$ cat src/logic/dbsc_pkg.sv
// Shared constants and carriers for the converter buffer and sync control.
// Assumes a single 200 MHz bus clock; the converter clock arrives as a pin.
package dbsc_pkg;
    // Register byte offsets
    localparam logic [7:0] OFF_FIRST_CTRL = 8'h00;
    localparam logic [7:0] OFF_SECOND_CTRL = 8'h04;
    localparam logic [7:0] OFF_EVENT_CTRL = 8'h08;
    localparam logic [7:0] OFF_INT_ENABLE = 8'h0C;
    localparam logic [7:0] OFF_INT_FLAG = 8'h10;
    localparam logic [7:0] OFF_STATUS = 8'h14;
    localparam logic [7:0] OFF_SYNC_BUSY = 8'h18;
    localparam logic [7:0] OFF_DATA = 8'h1C;
    localparam logic [7:0] OFF_STAGING = 8'h20;
    // Field positions
    localparam int BIT_SOFT_RESET = 0;
    localparam int BIT_ENABLE = 1;
    localparam int BIT_DITHER = 2;
    localparam int BIT_INT_OUT = 0;
    localparam int BIT_EXT_OUT = 1;
    localparam int BIT_PUMP_DIS = 2;
    localparam int BIT_START_IN = 0;
    localparam int BIT_EMPTY_OUT = 1;
    localparam int BIT_UNDERRUN = 0;
    localparam int BIT_EMPTY = 1;
    localparam int BIT_SYNC_ERR = 2;
    // Reset values
    localparam logic [2:0] RST_FIRST_CTRL = 3'h0;
    localparam logic [2:0] RST_SECOND_CTRL = 3'h0;
    localparam logic [1:0] RST_EVENT_CTRL = 2'h0;
    localparam logic [2:0] RST_INT_ENABLE = 3'h0;
    localparam logic [15:0] RST_DATA = 16'h0000;
    // Timing and sizes
    localparam int SYNC_STAGES = 3;
    localparam logic [3:0] DITHER_LAST = 4'hF;
    localparam int CODE_W = 10;
    localparam int DATA_W = 16;

    typedef struct packed {
        logic [CODE_W-1:0] code;
        logic int_out;
        logic ext_out;
        logic pump_on;
    } dbsc_analog_t;
endpackage

$ cat src/logic/dbsc_sync.sv
// Three-flop synchroniser for a level from another clock domain.
// Assumes the input is a plain level; output changes once stages 2 and 3 agree.
`timescale 1ns/1ps
module dbsc_sync (
    input wire logic clk_i, // Bus clock
    input wire logic rst_i, // Synchronous reset, high
    input wire logic d_i,   // Asynchronous level
    output logic q_o        // Filtered level
);
    logic [2:0] stage_reg;

    // Shift chain; first stage only feeds the second
    always_ff @(posedge clk_i) begin
        if (rst_i) begin
            stage_reg <= 3'h0;
        end else begin
            stage_reg <= {stage_reg[1:0], d_i};
        end
    end

    // Accept a change only when the later stages agree
    always_ff @(posedge clk_i) begin
        if (rst_i) begin
            q_o <= 1'b0;
        end else if (stage_reg[1] == stage_reg[2]) begin
            q_o <= stage_reg[2];
        end
    end
endmodule

$ cat src/logic/dbsc_top.sv
// Converter buffer and sync control: Wishbone slave, two-stage data queue,
// dithering, events, pump and output routing. Assumes the converter clock
// and low-voltage flag are asynchronous pins; security bits come from the bus.
//
// Register access over Wishbone and the address map were chosen for this implementation.
`timescale 1ns/1ps
module dbsc_top (
    input wire logic clk_i,              // Bus clock 200 MHz
    input wire logic rst_i,              // Synchronous reset, high
    input wire logic wb_cyc_i,           // Wishbone cycle
    input wire logic wb_stb_i,           // Wishbone strobe
    input wire logic wb_we_i,            // Write enable
    input wire logic [7:0] wb_adr_i,     // Byte address
    input wire logic [3:0] wb_sel_i,     // Byte selects
    input wire logic [31:0] wb_dat_i,    // Write data
    output logic [31:0] wb_dat_o,        // Read data
    output logic wb_ack_o,               // Acknowledge
    input wire logic secure_access_i,    // Master is secure
    input wire logic periph_secure_i,    // Block attributed secure
    output logic access_error_o,         // Access controller error pulse
    input wire logic start_event_i,      // Start-conversion event pulse
    input wire logic low_voltage_i,      // Supply below pump threshold, async
    input wire logic conv_clk_i,         // Converter clock level, async
    output logic empty_event_o,          // Buffer-empty event pulse
    output logic dma_req_o,              // Buffer-empty DMA request pulse
    output logic underrun_irq_o,         // Underrun request level
    output logic empty_irq_o,            // Empty request level
    output dbsc_pkg::dbsc_analog_t analog_o // Code and analog controls
);
    logic [2:0] first_control_reg;
    logic [2:0] second_control_reg;
    logic [1:0] event_control_reg;
    logic [2:0] int_enable_reg;
    logic [2:0] int_flag_reg;
    logic [15:0] data_reg;
    logic [15:0] staging_buffer_reg;
    logic staging_full_reg;
    logic [3:0] sub_count_reg;
    logic [2:0] busy_reg;
    logic low_volt_sync;
    logic conv_sync;
    logic conv_tick_reg;
    logic bus_req;
    logic allowed;
    logic wr_ok;
    logic start_fire;
    logic transfer;
    logic empty_pulse;
    logic data_wr;
    logic stage_wr;
    logic ctrl_wr;
    logic sync_err;
    logic [31:0] rd_word;

    // Supply level comes from another domain
    dbsc_sync u_lv_sync (
        .clk_i(clk_i),
        .rst_i(rst_i),
        .d_i(low_voltage_i),
        .q_o(low_volt_sync)
    );
    // Converter clock used as a slow tick to finish synchronization
    dbsc_sync u_cc_sync (
        .clk_i(clk_i),
        .rst_i(rst_i),
        .d_i(conv_clk_i),
        .q_o(conv_sync)
    );
    function automatic logic hit(input logic [7:0] adr, input logic [7:0] off);
        hit = (adr == off);
    endfunction
    assign bus_req = wb_cyc_i && wb_stb_i && !wb_ack_o;
    assign allowed = !periph_secure_i || secure_access_i;
    assign wr_ok = bus_req && wb_we_i && allowed && wb_sel_i[0];
    assign ctrl_wr = wr_ok && hit(wb_adr_i, dbsc_pkg::OFF_FIRST_CTRL);
    assign data_wr = wr_ok && hit(wb_adr_i, dbsc_pkg::OFF_DATA);
    assign stage_wr = wr_ok && hit(wb_adr_i, dbsc_pkg::OFF_STAGING);
    // a write to a busy synchronized field is refused
    assign sync_err = (ctrl_wr && (busy_reg[0] || busy_reg[1]))
        || (data_wr && busy_reg[2]) || (stage_wr && busy_reg[2]);
    // one-cycle ack; a dropped non-secure access also pulses the error
    always_ff @(posedge clk_i) begin
        if (rst_i) begin
            wb_ack_o <= 1'b0;
            access_error_o <= 1'b0;
        end else begin
            wb_ack_o <= bus_req;
            access_error_o <= bus_req && !allowed;
        end
    end

    // Rising edge of converter clock marks a sync completion point
    always_ff @(posedge clk_i) begin
        if (rst_i) begin
            conv_tick_reg <= 1'b0;
        end else begin
            conv_tick_reg <= conv_sync;
        end
    end

    // busy bits set on write (bit 0 only when soft reset is written), cleared at next converter edge
    always_ff @(posedge clk_i) begin
        if (rst_i) begin
            busy_reg <= 3'h0;
        end else begin
            if (conv_sync && !conv_tick_reg) begin
                busy_reg <= 3'h0;
            end
            if (ctrl_wr && !sync_err) begin
                busy_reg[0] <= wb_dat_i[dbsc_pkg::BIT_SOFT_RESET];
                busy_reg[1] <= 1'b1;
            end
            if ((data_wr || stage_wr) && !sync_err) begin
                busy_reg[2] <= 1'b1;
            end
        end
    end

    // enable and soft reset; soft reset clears control state
    always_ff @(posedge clk_i) begin
        if (rst_i) begin
            first_control_reg <= dbsc_pkg::RST_FIRST_CTRL;
        end else if (first_control_reg[dbsc_pkg::BIT_SOFT_RESET]) begin
            first_control_reg <= dbsc_pkg::RST_FIRST_CTRL;
        end else if (ctrl_wr && !sync_err) begin
            first_control_reg <= wb_dat_i[2:0];
        end
    end

    always_ff @(posedge clk_i) begin
        if (rst_i || first_control_reg[dbsc_pkg::BIT_SOFT_RESET]) begin
            second_control_reg <= dbsc_pkg::RST_SECOND_CTRL;
        end else if (wr_ok && hit(wb_adr_i, dbsc_pkg::OFF_SECOND_CTRL)) begin
            second_control_reg <= wb_dat_i[2:0];
        end
    end

    always_ff @(posedge clk_i) begin
        if (rst_i || first_control_reg[dbsc_pkg::BIT_SOFT_RESET]) begin
            event_control_reg <= dbsc_pkg::RST_EVENT_CTRL;
        end else if (wr_ok && hit(wb_adr_i, dbsc_pkg::OFF_EVENT_CTRL)
            && !first_control_reg[dbsc_pkg::BIT_ENABLE]) begin
            event_control_reg <= wb_dat_i[1:0];
        end
    end

    // Interrupt enables
    always_ff @(posedge clk_i) begin
        if (rst_i || first_control_reg[dbsc_pkg::BIT_SOFT_RESET]) begin
            int_enable_reg <= dbsc_pkg::RST_INT_ENABLE;
        end else if (wr_ok && hit(wb_adr_i, dbsc_pkg::OFF_INT_ENABLE)) begin
            int_enable_reg <= wb_dat_i[2:0];
        end
    end
    // start honoured only when enabled and input bit set
    assign start_fire = start_event_i && first_control_reg[dbsc_pkg::BIT_ENABLE]
        && event_control_reg[dbsc_pkg::BIT_START_IN];
    // dithering moves the buffer only on the sixteenth start
    assign transfer = start_fire && staging_full_reg && (!first_control_reg[dbsc_pkg::BIT_DITHER]
        || sub_count_reg == dbsc_pkg::DITHER_LAST);
    // sub-conversion counter runs on each start while dithering, held at zero otherwise
    always_ff @(posedge clk_i) begin
        if (rst_i || !first_control_reg[dbsc_pkg::BIT_DITHER]) begin
            sub_count_reg <= 4'h0;
        end else if (start_fire) begin
            sub_count_reg <= sub_count_reg + 4'h1;
        end
    end

    // staging buffer fills on write, drains on transfer
    always_ff @(posedge clk_i) begin
        if (rst_i || first_control_reg[dbsc_pkg::BIT_SOFT_RESET]) begin
            staging_buffer_reg <= dbsc_pkg::RST_DATA;
            staging_full_reg <= 1'b0;
        end else if (stage_wr && !sync_err) begin
            staging_buffer_reg <= wb_dat_i[15:0];
            staging_full_reg <= 1'b1;
        end else if (transfer) begin
            staging_full_reg <= 1'b0;
        end
    end

    // data register loads from a bus write or the queue, else keeps value
    always_ff @(posedge clk_i) begin
        if (rst_i || first_control_reg[dbsc_pkg::BIT_SOFT_RESET]) begin
            data_reg <= dbsc_pkg::RST_DATA;
        end else if (data_wr && !sync_err) begin
            data_reg <= wb_dat_i[15:0];
        end else if (transfer) begin
            data_reg <= staging_buffer_reg;
        end
    end
    assign empty_pulse = transfer;
    always_ff @(posedge clk_i) begin
        if (rst_i) begin
            empty_event_o <= 1'b0;
            dma_req_o <= 1'b0;
        end else begin
            empty_event_o <= empty_pulse && event_control_reg[dbsc_pkg::BIT_EMPTY_OUT];
            dma_req_o <= empty_pulse;
        end
    end

    // sticky flags, set wins over write-one clear
    always_ff @(posedge clk_i) begin
        if (rst_i || first_control_reg[dbsc_pkg::BIT_SOFT_RESET]) begin
            int_flag_reg <= 3'h0;
        end else begin
            if (wr_ok && hit(wb_adr_i, dbsc_pkg::OFF_INT_FLAG)) begin
                int_flag_reg <= int_flag_reg & ~wb_dat_i[2:0];
            end
            if (start_fire && !staging_full_reg) begin
                int_flag_reg[dbsc_pkg::BIT_UNDERRUN] <= 1'b1;
            end
            if (empty_pulse) begin
                int_flag_reg[dbsc_pkg::BIT_EMPTY] <= 1'b1;
            end
            if (sync_err) begin
                int_flag_reg[dbsc_pkg::BIT_SYNC_ERR] <= 1'b1;
            end
        end
    end
    assign underrun_irq_o = int_flag_reg[dbsc_pkg::BIT_UNDERRUN]
        && int_enable_reg[dbsc_pkg::BIT_UNDERRUN];
    assign empty_irq_o = int_flag_reg[dbsc_pkg::BIT_EMPTY] && int_enable_reg[dbsc_pkg::BIT_EMPTY];
    // analog outputs; dither adds one for low sub-steps
    always_ff @(posedge clk_i) begin
        if (rst_i) begin
            analog_o <= '0;
        end else begin
            if (first_control_reg[dbsc_pkg::BIT_DITHER] && sub_count_reg < data_reg[3:0]
                && data_reg[13:4] != 10'h3FF) begin
                analog_o.code <= data_reg[13:4] + 10'h001;
            end else if (first_control_reg[dbsc_pkg::BIT_DITHER]) begin
                analog_o.code <= data_reg[13:4];
            end else begin
                analog_o.code <= data_reg[9:0];
            end
            analog_o.int_out <= second_control_reg[dbsc_pkg::BIT_INT_OUT]
                && first_control_reg[dbsc_pkg::BIT_ENABLE];
            analog_o.ext_out <= second_control_reg[dbsc_pkg::BIT_EXT_OUT]
                && first_control_reg[dbsc_pkg::BIT_ENABLE];
            analog_o.pump_on <= low_volt_sync && first_control_reg[dbsc_pkg::BIT_ENABLE]
                && !second_control_reg[dbsc_pkg::BIT_PUMP_DIS];
        end
    end

    // Read mux; reads need no synchronization
    always_comb begin
        rd_word = 32'h00000000;
        unique case (wb_adr_i)
            dbsc_pkg::OFF_FIRST_CTRL: rd_word = {29'h0, first_control_reg};
            dbsc_pkg::OFF_SECOND_CTRL: rd_word = {29'h0, second_control_reg};
            dbsc_pkg::OFF_EVENT_CTRL: rd_word = {30'h0, event_control_reg};
            dbsc_pkg::OFF_INT_ENABLE: rd_word = {29'h0, int_enable_reg};
            dbsc_pkg::OFF_INT_FLAG: rd_word = {29'h0, int_flag_reg};
            dbsc_pkg::OFF_STATUS: rd_word = {30'h0, low_volt_sync, staging_full_reg};
            dbsc_pkg::OFF_SYNC_BUSY: rd_word = {29'h0, busy_reg};
            dbsc_pkg::OFF_DATA: rd_word = {16'h0, data_reg};
            dbsc_pkg::OFF_STAGING: rd_word = {16'h0, staging_buffer_reg};
            default: rd_word = 32'h00000000;
        endcase
    end

    always_ff @(posedge clk_i) begin
        if (rst_i) begin
            wb_dat_o <= 32'h00000000;
        end else if (bus_req && !wb_we_i) begin
            wb_dat_o <= allowed ? rd_word : 32'h00000000;
        end
    end
endmodule

$ cat config.mk
export PLATFORM = sky130hd
export DESIGN_NAME = dbsc_top
export DESIGN_NICKNAME = d
export VERILOG_FILES = /design/src/logic/dbsc_pkg.sv /design/src/logic/dbsc_sync.sv /design/src/logic/dbsc_top.sv
export SDC_FILE = /design/constraint.sdc
export NUM_CORES = 1
export LEC_CHECK = 0
export ABC_AREA = 1
export BUFFER_PORTS_ARGS = -buffer_cell sky130_fd_sc_hd__clkbuf_2
export CORE_AREA = 2 2 99 120
export DETAILED_ROUTE_END_ITERATION = 10
export DIE_AREA = 0 0 101 122
export HOLD_SLACK_MARGIN = 0.15
export MAX_ROUTING_LAYER = met4
export PLACE_DENSITY_LB_ADDON = 0.1
export SETUP_SLACK_MARGIN = 0.1
export SYNTH_ARGS = -nofsm -noshare
export SYNTH_HDL_FRONTEND = slang
export SYNTH_HIERARCHICAL = 1
export SYNTH_SLANG_ARGS = --single-unit
$ cat constraint.sdc
create_clock -name clk_i -period 2.25 [get_ports clk_i]
set_clock_uncertainty 0.05 [all_clocks]
set_input_delay 0.45 -clock clk_i [delete_from_list [all_inputs] [get_ports clk_i]]
set_output_delay 0.45 -clock clk_i [all_outputs]
set_load 0.01 [all_outputs]
==> impl_metrics.py, run 1 <==
metrics = {
    "clock_tree": {
        "cts_buffers": 9,
        "cts_max_level": 3,
        "clk_latency_ps": 350,
        "hold_buffers": 0,
        "cts-resized-gates": 0,
        "cts_tree": "yes",
        "cts.clk_slew.worst_paths_ps": 70,
        "clockRootBuffer": "clkbuf_16",
        "cts_setup_buffers": 0,
        "cts_buffer_depth": 2,
        "cts.sinks": 96,
    },
    "layout": {
        "multi_input_area_um2": 2450,
        "ff_latch_area_um2": 1920,
        "drive_gt1_frac": 0.182,
        "n_antenna_cell": 0,
        "area.growth.synth_to_final_pct": 16.3,
        "num-nets-final": 850,
        "nFillCells": 1165,
    },
    "route": {
        "routedWlPerCell_um": 14.4,
        "final_antenna_net_count": 0,
        "drt_iter0_markers": 207,
        "dr_wl_met2_um": 6560,
        "dr.pass1.iters": 5,
        "dr_total_vias": 4713,
        "wl_met3_um": 534,
        "drt-vias-per-instance": 5.06,
        "drc": 0,
        "top_layer": "met4",
        "finalWirelength_um": 13400,
        "wl_met1_um": 5820,
    },
    "global_routing": {
        "grt_max_degree": 38,
        "grt_usage": 0.229,
        "grt_pass1_wl_um": 21300,
        "antenna_found_initial": 0,
        "grt_pass1_vias": 4453,
        "overflow": 0,
    },
    "worst_setup_path": {
        "crit_required_ps": 2420,
        "worstPathCellList": "inv_1 > nand3_2 > nor2_4 > nand2_1 > nand2_2 > nand2_2 > nand3_1 > inv_1 > nand2_1 > a21oi_1",
        "cp_slowest_cell": "dfxtp_1",
        "crit_path_end_kind": "flop",
        "worstReg2RegStart": "wb_ack_o",
        "startpoint_type": "flop",
        "worstRegToRegCells": 10,
        "r2r-end": "busy_reg[0]",
        "cp_max_fo": 9,
        "r2r_setup_slack_ps": 350,
        "arrival_ps": 2070,
        "cp_slowest_stage_delay_ps": 320,
        "crit_type": "reg -> reg",
    },
    "sta": {
        "max_freq_mhz": 527,
        "finalCritPeriodShare": 0.843,
        "finalHoldViolations": 0,
        "period_minus_slack_ps": 1900,
        "max-slew-margin-rel": 0.354,
        "tightest_slew_ps": 967,
        "setup_viol": 0,
        "rsz0062_at_grt": "false",
        "slew_viol_final": 0,
        "fin_tns_setup_ps": 0,
    },
    "synthesis": {
        "synth_xor_area_frac": 0.0142,
        "synth_compound_area_frac": 0.119,
        "synth_edf_count": 0,
        "yosys.area_share.adder": 0.0127,
        "yosys-mux-area-fraction": 0,
        "avgSynthCellArea_um2": 6.89,
        "synth_top_family_by_area": "simple AND/OR/NAND/NOR gates",
        "seq_area_frac_synth": 0.389,
        "async_reset_ff_frac": 0,
        "yosys_most_used_dff": "dfxtp_1",
        "synth_cell_types": 37,
        "synth_simple_gate_area_share": 0.337,
        "ys.warnings.count": 6,
        "synth_cells": 718,
        "ys_ff_latch": 96,
        "syn_area_um2": 4940,
    },
    "outcome": {
        "status": "completed",
    },
    "min_path": {
        "hold_depth": 3,
        "worstHoldStart": "conv_clk_i",
        "whs_endpoint": "u_cc_sync/stage_reg[0]",
        "worst_hold_path_type": "in -> reg",
    },
    "floorplan": {
        "dieArea_um2": 12300,
        "rows": 43,
        "die-height_um": 122,
        "start_util": 0.438,
        "ios": 105,
        "die_x_um": 101,
        "core_area_um2": 11300,
    },
    "placed_design": {
        "place.port_buffers": 69,
        "place_congestion": 0.931,
        "dp_hpwl_um": 9760,
    },
    "pwr": {
        "vdd_drop_max_uv": 385,
        "total_power_mw": 3.52,
        "power_density_nw_per_um2": 612,
        "leakage_nw": 2.75,
    },
    "job": {
        "cap_violations": 0,
    },
}
[worst max-delay path: cells and delay by family (launching register included)]
kind | cells | cell delay [ps]
simple gates | 7 | 1130
flops | 1 | 320
buf+inv | 2 | 180
compound gates | 1 | 80
[through the flow]
| step | instances | cell area, um^2 | hold WS (ps) | util | setup slack (ps) |
|---|---|---|---|---|---|
| final | 931 | 5750 | 232 | 0.509 | 352 |
| after global routing | 931 | 5750 | 238 | 0.509 | 185 |
| after CTS | 931 | 5750 | 225 | 0.509 | 375 |
| after detailed placement | 915 | 5430 | 358 | 0.481 | 115 |
| after global placement | 915 | 5430 | 344 | 0.481 | 169 |
| after floorplan | 733 | 5000 | 338 | - | 522 |
[cell type report]
class / instances / share of cell area
well taps: 135 / 0.0294
inverters: 88 / 0.0574
clock inverters: 7 / 0.0163
flip-flops and latches: 96 / 0.334
clock buffers: 9 / 0.0392
multi-input cells: 503 / 0.426
repair buffers: 93 / 0.0979
[metal layers]
| metal | up-vias | global-route usage |
|---|---|---|
| met3 | 38 | 0.0373 |
| met5 | - | - |
| met4 | 0 | 0.105 |
| li1 | 2404 | - |
| met2 | 122 | 0.388 |
| met1 | 2149 | 0.266 |
[cell usage after synthesis (4+ instances only)]
| cell | n | share of area |
|---|---|---|
| dfxtp_1 | 96 | 0.39 |
| buf_4 | 21 | 0.032 |
| nor2_1 | 88 | 0.067 |
| nor2_4 | 4 | 0.0091 |
| o22ai_1 | 8 | 0.010 |
| inv_2 | 6 | 0.0046 |
| clkbuf_1 | 16 | 0.012 |
| nor2_2 | 5 | 0.0063 |
| a21oi_1 | 58 | 0.059 |
| buf_6 | 6 | 0.014 |
| nor3_1 | 9 | 0.0091 |
| ha_1 | 5 | 0.013 |
| xor2_1 | 6 | 0.011 |
| nand2_4 | 4 | 0.0091 |
| nand4_1 | 17 | 0.022 |
| nand2_1 | 170 | 0.13 |
| nand2_2 | 4 | 0.0051 |
| a21oi_2 | 6 | 0.011 |
| nand3_1 | 56 | 0.057 |
| o21ai_0 | 25 | 0.025 |
| inv_1 | 79 | 0.060 |
[layout by cell type, fill, tap and decap left out, types with 2 or more instances in the layout]
master,synthesis,routed
a211oi_1,3,3
a21oi_1,58,58
a21oi_2,6,6
buf_12,0,3
buf_4,21,21
bufinv_16,0,2
clkbuf_16,0,9
clkbuf_2,0,69
clkinv_1,3,3
clkinv_2,0,2
clkinvlp_4,0,2
conb_1,1,16
dfxtp_1,96,96
ha_1,5,5
inv_1,79,79
inv_2,6,6
nand2_1,170,170
nand2_2,4,4
nand2_4,4,4
nand3_1,56,56
nand3_4,2,2
nand4_1,17,17
nor2_1,88,88
nor2_2,5,5
nor2_4,4,4
nor3_1,9,9
nor3b_1,2,2
nor4_1,2,2
o21ai_0,25,25
o21bai_1,3,3
o22ai_1,8,8
or2_2,2,2
xnor2_1,2,2
xor2_1,6,6
[worst max-delay path by stage]
stage / to / cells past startpoint / from / slack (ps)
final: busy_reg[0] / 10 / wb_ack_o / 350
after global routing: analog_o[9] / 8 / data_reg[4] / 180
after CTS: data_reg[15] / 11 / wb_ack_o / 380
after detailed placement: data_reg[15] / 12 / wb_adr_i[7] / 120
after global placement: data_reg[11] / 12 / wb_adr_i[1] / 170
after floorplan: staging_buffer_reg[13] / 12 / wb_adr_i[6] / 520
[power by group]
part | total [mW] | switching, mW | internal, mW
Sequential | 1.71 | 0.00251 | 1.70
Clock | 1.66 | 0.684 | 0.974
Combinational | 0.153 | 0.108 | 0.0444
Total | 3.52 | 0.795 | 2.72
[cells by family after synthesis]
kind of cell / count (synthesis)
AO/OA/AOI/OAI: 105
flip-flops: 96
adder cells (fa/ha/maj): 5
XOR/XNOR: 8
other: 1
AND/OR/NAND/NOR: 369
buffers and inverters: 134
No activity file was read; power rests on OpenSTA's default activity.
==> run 2: changes to the inputs <==
- clock period: 2.25 -> 1.8 ns (I/O delays scaled with it)
==> run 2 against run 1 <==
Effect of this change:
- register-to-register slack worse by 130 ps
- clock power increased by 33%
- combinational power increased by 39%
- via count increased by 3.4%
- count of clock-buffer cells in the layout rose by 2
- global-route usage about the same
- routed wire length fell by 0.75%
- flip-flop and latch count stayed put
- final cell count is 4.3% higher
- worst setup slack worse by 130 ps
- first-iteration DRC count shrank 3.4%
==> impl_metrics.py, run 2 (synthesis results as in run 1) <==
metrics = {
    "floorplan": {
        "die-height_um": 122,
        "core_area_um2": 11300,
        "dieArea_um2": 12300,
        "rows": 43,
        "die_x_um": 101,
        "start_util": 0.438,
        "ios": 105,
    },
    "placed_design": {
        "dp_hpwl_um": 9860,
        "dp_cells": 952,
        "dp_slack_ps": -48.1,
        "place_area_um2": 5750,
        "place.port_buffers": 69,
        "place_congestion": 0.885,
    },
    "worst_setup_path": {
        "startpoint_type": "flop",
        "crit_type": "reg -> reg",
        "cp_slowest_stage_delay_ps": 350,
        "arrival_ps": 1760,
        "cp_num_buf_inv": 1,
        "cp_max_fo": 8,
        "crit_required_ps": 1980,
        "worstPathCellList": "ha_1 > nand3_1 > nor3_2 > nand3_1 > nand3_2 > buf_6 > nand2_1 > nand2_1 > a21oi_1",
        "cp_slowest_cell": "dfxtp_1",
        "cp_top_family": "simple AND/OR/NAND/NOR gates",
        "crit_path_end_kind": "flop",
    },
    "layout": {
        "num-nets-final": 890,
        "multi_input_area_um2": 2470,
        "mostFrequentLayoutCells": "nand2_1 (170), dfxtp_1 (95), nor2_1 (88)",
        "n_antenna_cell": 0,
        "area.growth.synth_to_final_pct": 24.8,
        "final_cells": 971,
        "drive_gt1_frac": 0.225,
        "final_common_cell": "nand2_1",
        "fin_area_um2": 6170,
        "ff_latch_area_um2": 1920,
        "fin_util": 0.546,
        "nFillCells": 1149,
    },
    "pwr": {
        "leakage_nw": 3.00,
        "total_power_mw": 4.55,
        "vdd_drop_max_uv": 532,
        "power_density_nw_per_um2": 738,
    },
    "sta": {
        "slew_viol_final": 0,
        "tightest_slew_ps": 523,
        "setup_viol": 0,
        "finalHoldViolations": 0,
        "fin_tns_setup_ps": 0,
        "rsz0062_at_grt": "true",
        "setup_ws_ps": 218,
        "finalCritPeriodShare": 0.879,
        "period_minus_slack_ps": 1580,
        "max-slew-margin-rel": 0.651,
        "hold_ws_ps": 156,
        "max_freq_mhz": 632,
    },
    "clock_tree": {
        "cts_buffers": 9,
        "cts.sinks": 96,
        "cts_max_level": 3,
        "cts_buffer_depth": 2,
        "clockRootBuffer": "clkbuf_16",
        "cts.clk_slew.worst_paths_ps": 70,
        "cts_tree": "yes",
        "clk_latency_ps": 340,
    },
    "route": {
        "drc": 0,
        "finalWirelength_um": 13300,
        "dr.pass1.iters": 4,
        "final_antenna_net_count": 0,
        "drt-vias-per-instance": 5.02,
        "routedWlPerCell_um": 13.7,
        "dr_total_vias": 4873,
        "drt_iter0_markers": 200,
    },
    "min_path": {
        "worst_hold_path_type": "in -> reg",
    },
    "global_routing": {
        "grt_usage": 0.229,
        "grt_pass1_wl_um": 21500,
        "grt_pass1_vias": 4662,
        "antenna_found_initial": 0,
        "grt_max_degree": 38,
        "overflow": 0,
    },
    "outcome": {
        "status": "completed",
    },
    "job": {
        "cap_violations": 0,
    },
}
## run 2: worst register-to-register path, cell delays in order (launching register included)
cell and delay [ps]:
dfxtp_1 350, ha_1 200, nand3_1 140, nor3_2 150, nand3_1 140, nand3_2 140, buf_6 140, nand2_1 60
nand2_1 60, a21oi_1 40
## run 2: layout make-up
cell class	instances	share of cell area
multi-input cells	503	0.401
flip-flops and latches	96	0.312
repair buffers	133	0.150
inverters	88	0.0535
clock buffers	11	0.0393
well taps	135	0.0274
clock inverters	5	0.0168
## run 2: per-layer routing
| layer | wire length [um] | GRT usage | vias up |
|---|---|---|---|
| li1 | - | - | 2481 |
| met1 | 5380 | 0.259 | 2211 |
| met2 | 6770 | 0.396 | 152 |
| met3 | 727 | 0.0390 | 29 |
| met4 | 388 | 0.0997 | 0 |
| met5 | 0 | - | - |
## run 2: what timing repair did
action                                  in CTS  in global routing
setup buffers                                0                  1
gates resized for setup                      0                 10
endpoints found under the setup margin       0                 17
hold endpoints to repair                     1                  0
hold buffers                                 1                  0
## run 2: report_power, final
group          switching [mW]  internal (mW)  leakage (nW)
combinational           0.138         0.0750          2.05
clock                   0.812           1.40         0.170
sequential            0.00309           2.13         0.775
total                   0.953           3.60          3.00
## run 2: path summary, 6_finish.rpt
check | to | startpoint | cells past startpoint | slack (ps)
setup / recovery | analog_o[10] | data_reg[5] | 9 | 220
hold / removal | u_lv_sync/stage_reg[0] | low_voltage_i | 3 | 160
setup reg to reg | analog_o[10] | data_reg[5] | 9 | 220
hold reg to reg | u_cc_sync/stage_reg[1] | u_cc_sync/stage_reg[0] | 2 | 360
==> run 3: changes to the inputs <==
- CORE_AREA: 2 2 99 120 -> 2 2 94 114
- DIE_AREA: 0 0 101 122 -> 0 0 96 116
==> run 3 against run 2 <==
Effect of this change:
- global-route usage grew 4.1 points
- register-to-register slack lost 30 ps
- critical path depth is the same
- flip-flop and latch count is the same
- maximum frequency shrank 2.1%
- final cell count shrank 1.2%
- count of clock-buffer cells in the layout is the same
- routed wire length grew 6.1%
==> impl_metrics.py, run 3 (synthesis results as in run 1) <==
metrics = {
    "placed_design": {
        "place_congestion": 0.916,
        "dp_hpwl_um": 10600,
        "place.port_buffers": 69,
        "dp_cells": 938,
        "dp_slack_ps": -59.7,
    },
    "pwr": {
        "leakage_nw": 2.95,
        "pwr-share-comb": 0.050,
        "power.switching_mw": 0.978,
        "p_int_mw": 3.28,
        "p_clk_frac": 0.449,
        "power_density_nw_per_um2": 693,
        "power_frac_seq": 0.501,
        "p_sw_frac": 0.230,
        "vdd_drop_max_uv": 416,
    },
    "route": {
        "drt-vias-per-instance": 5.09,
        "dr.pass1.iters": 4,
        "drt_iter0_markers": 176,
        "drc": 0,
        "final_antenna_net_count": 0,
        "dr_total_vias": 4886,
        "routedWlPerCell_um": 14.7,
        "finalWirelength_um": 14100,
    },
    "global_routing": {
        "grt_usage": 0.270,
        "grt_pass1_wl_um": 22200,
        "grt_max_degree": 25,
        "overflow": 0,
        "antenna_found_initial": 0,
        "grt_pass1_vias": 4606,
    },
    "layout": {
        "num-nets-final": 887,
        "final_cells": 959,
        "mostFrequentLayoutCells": "nand2_1 (170), dfxtp_1 (94), nor2_1 (88)",
        "area.growth.synth_to_final_pct": 24.2,
        "drive_gt1_frac": 0.234,
        "final_common_cell": "nand2_1",
        "n_antenna_cell": 0,
    },
    "clock_tree": {
        "cts.clk_slew.worst_paths_ps": 70,
        "cts_max_level": 3,
        "cts_buffers": 9,
        "cts.sinks": 96,
        "clockRootBuffer": "clkbuf_16",
        "cts_buffer_depth": 2,
        "cts_tree": "yes",
        "clk_latency_ps": 350,
    },
    "floorplan": {
        "dieArea_um2": 11100,
        "die-height_um": 116,
        "rows": 40,
        "ios": 105,
        "start_util": 0.496,
        "die_x_um": 96,
        "core_area_um2": 9960,
    },
    "min_path": {
        "worst_hold_path_type": "in -> reg",
    },
    "job": {
        "cap_violations": 0,
    },
    "outcome": {
        "status": "completed",
    },
    "sta": {
        "finalHoldViolations": 0,
        "setup_ws_ps": 185,
        "max_freq_mhz": 619,
        "period_minus_slack_ps": 1620,
        "finalCritPeriodShare": 0.897,
        "setup_viol": 0,
        "slew_viol_final": 0,
        "rsz0062_at_grt": "true",
    },
    "worst_setup_path": {
        "startpoint_type": "flop",
        "cp_max_fo": 6,
        "crit_type": "reg -> reg",
        "crit_path_end_kind": "flop",
        "arrival_ps": 1800,
        "crit_required_ps": 1980,
    },
}
run 3: cell types whose count changed in the layout (fill, tap and decap cells not counted), sizes merged:
cell,change
dlygate4sd3,+1
clkinvlp,+3
clkinv,-1
bufinv,-2
clkbuf,-1
buf,-3
run 3: metrics by stage:
step | util | TNS [ps] | power [mW] | area, um^2 | hold slack (ps)
after floorplan | - | 0 | 2.31 | 5000 | 338
after global placement | 0.573 | -42.3 | 2.38 | 5710 | 339
after detailed placement | 0.573 | -91.4 | 2.39 | 5710 | 346
after CTS | 0.606 | 0 | 4.28 | 6030 | 198
after global routing | 0.617 | 0 | 4.39 | 6140 | 207
final | 0.617 | 0 | 4.26 | 6140 | 203
run 3: critical path, stage by stage, from the launching register on:
cell,delay (ps)
dfxtp_1,340
ha_1,180
nand3_1,150
nor3_2,190
nand3_2,120
nand3_4,150
buf_6,140
nand2_1,50
nand2_1,70
a21oi_2,50
run 3: power by group through the flow:
stage                     Sequential, mW  Clock, mW  Combinational (mW)
after global routing                2.13       2.03               0.234
after floorplan                     2.18          0               0.130
after global placement              2.18          0               0.200
after detailed placement            2.18          0               0.205
final                               2.13       1.91               0.212
after CTS                           2.13       1.94               0.209
run 3: final cells by class:
type | instances | area (um^2)
fillers | 1009 | 3820
multi-input cells | 503 | 2530
flip-flops and latches | 96 | 1920
repair buffers | 130 | 907
inverters | 88 | 333
clock buffers | 11 | 233
well taps | 126 | 158
clock inverters | 5 | 57.6
run 3: path summary, 6_finish.rpt:
check                           slack, ps              startpoint  cells past startpoint                     end
worst max-delay path                  180             data_reg[4]                      9             analog_o[7]
worst max register to register        180             data_reg[4]                      9             analog_o[7]
worst min-delay path                  200            wb_dat_i[14]                      3  staging_buffer_reg[14]
worst min register to register        350  u_cc_sync/stage_reg[0]                      2  u_cc_sync/stage_reg[1]
run 3: what timing repair did:
action	CTS	global route
gates resized for setup	3	23
pin swaps	0	5
setup buffers	0	2
endpoints found under the setup margin	8	18
gates cloned	0	1
hold endpoints to repair	2	0
hold buffers	2	0
run 3: routing by layer:
metal | part of all wire | global-route usage
met4 | 0.041 | 0.133
met2 | 0.51 | 0.461
met1 | 0.40 | 0.296
met5 | 0 | -
met3 | 0.048 | 0.0533
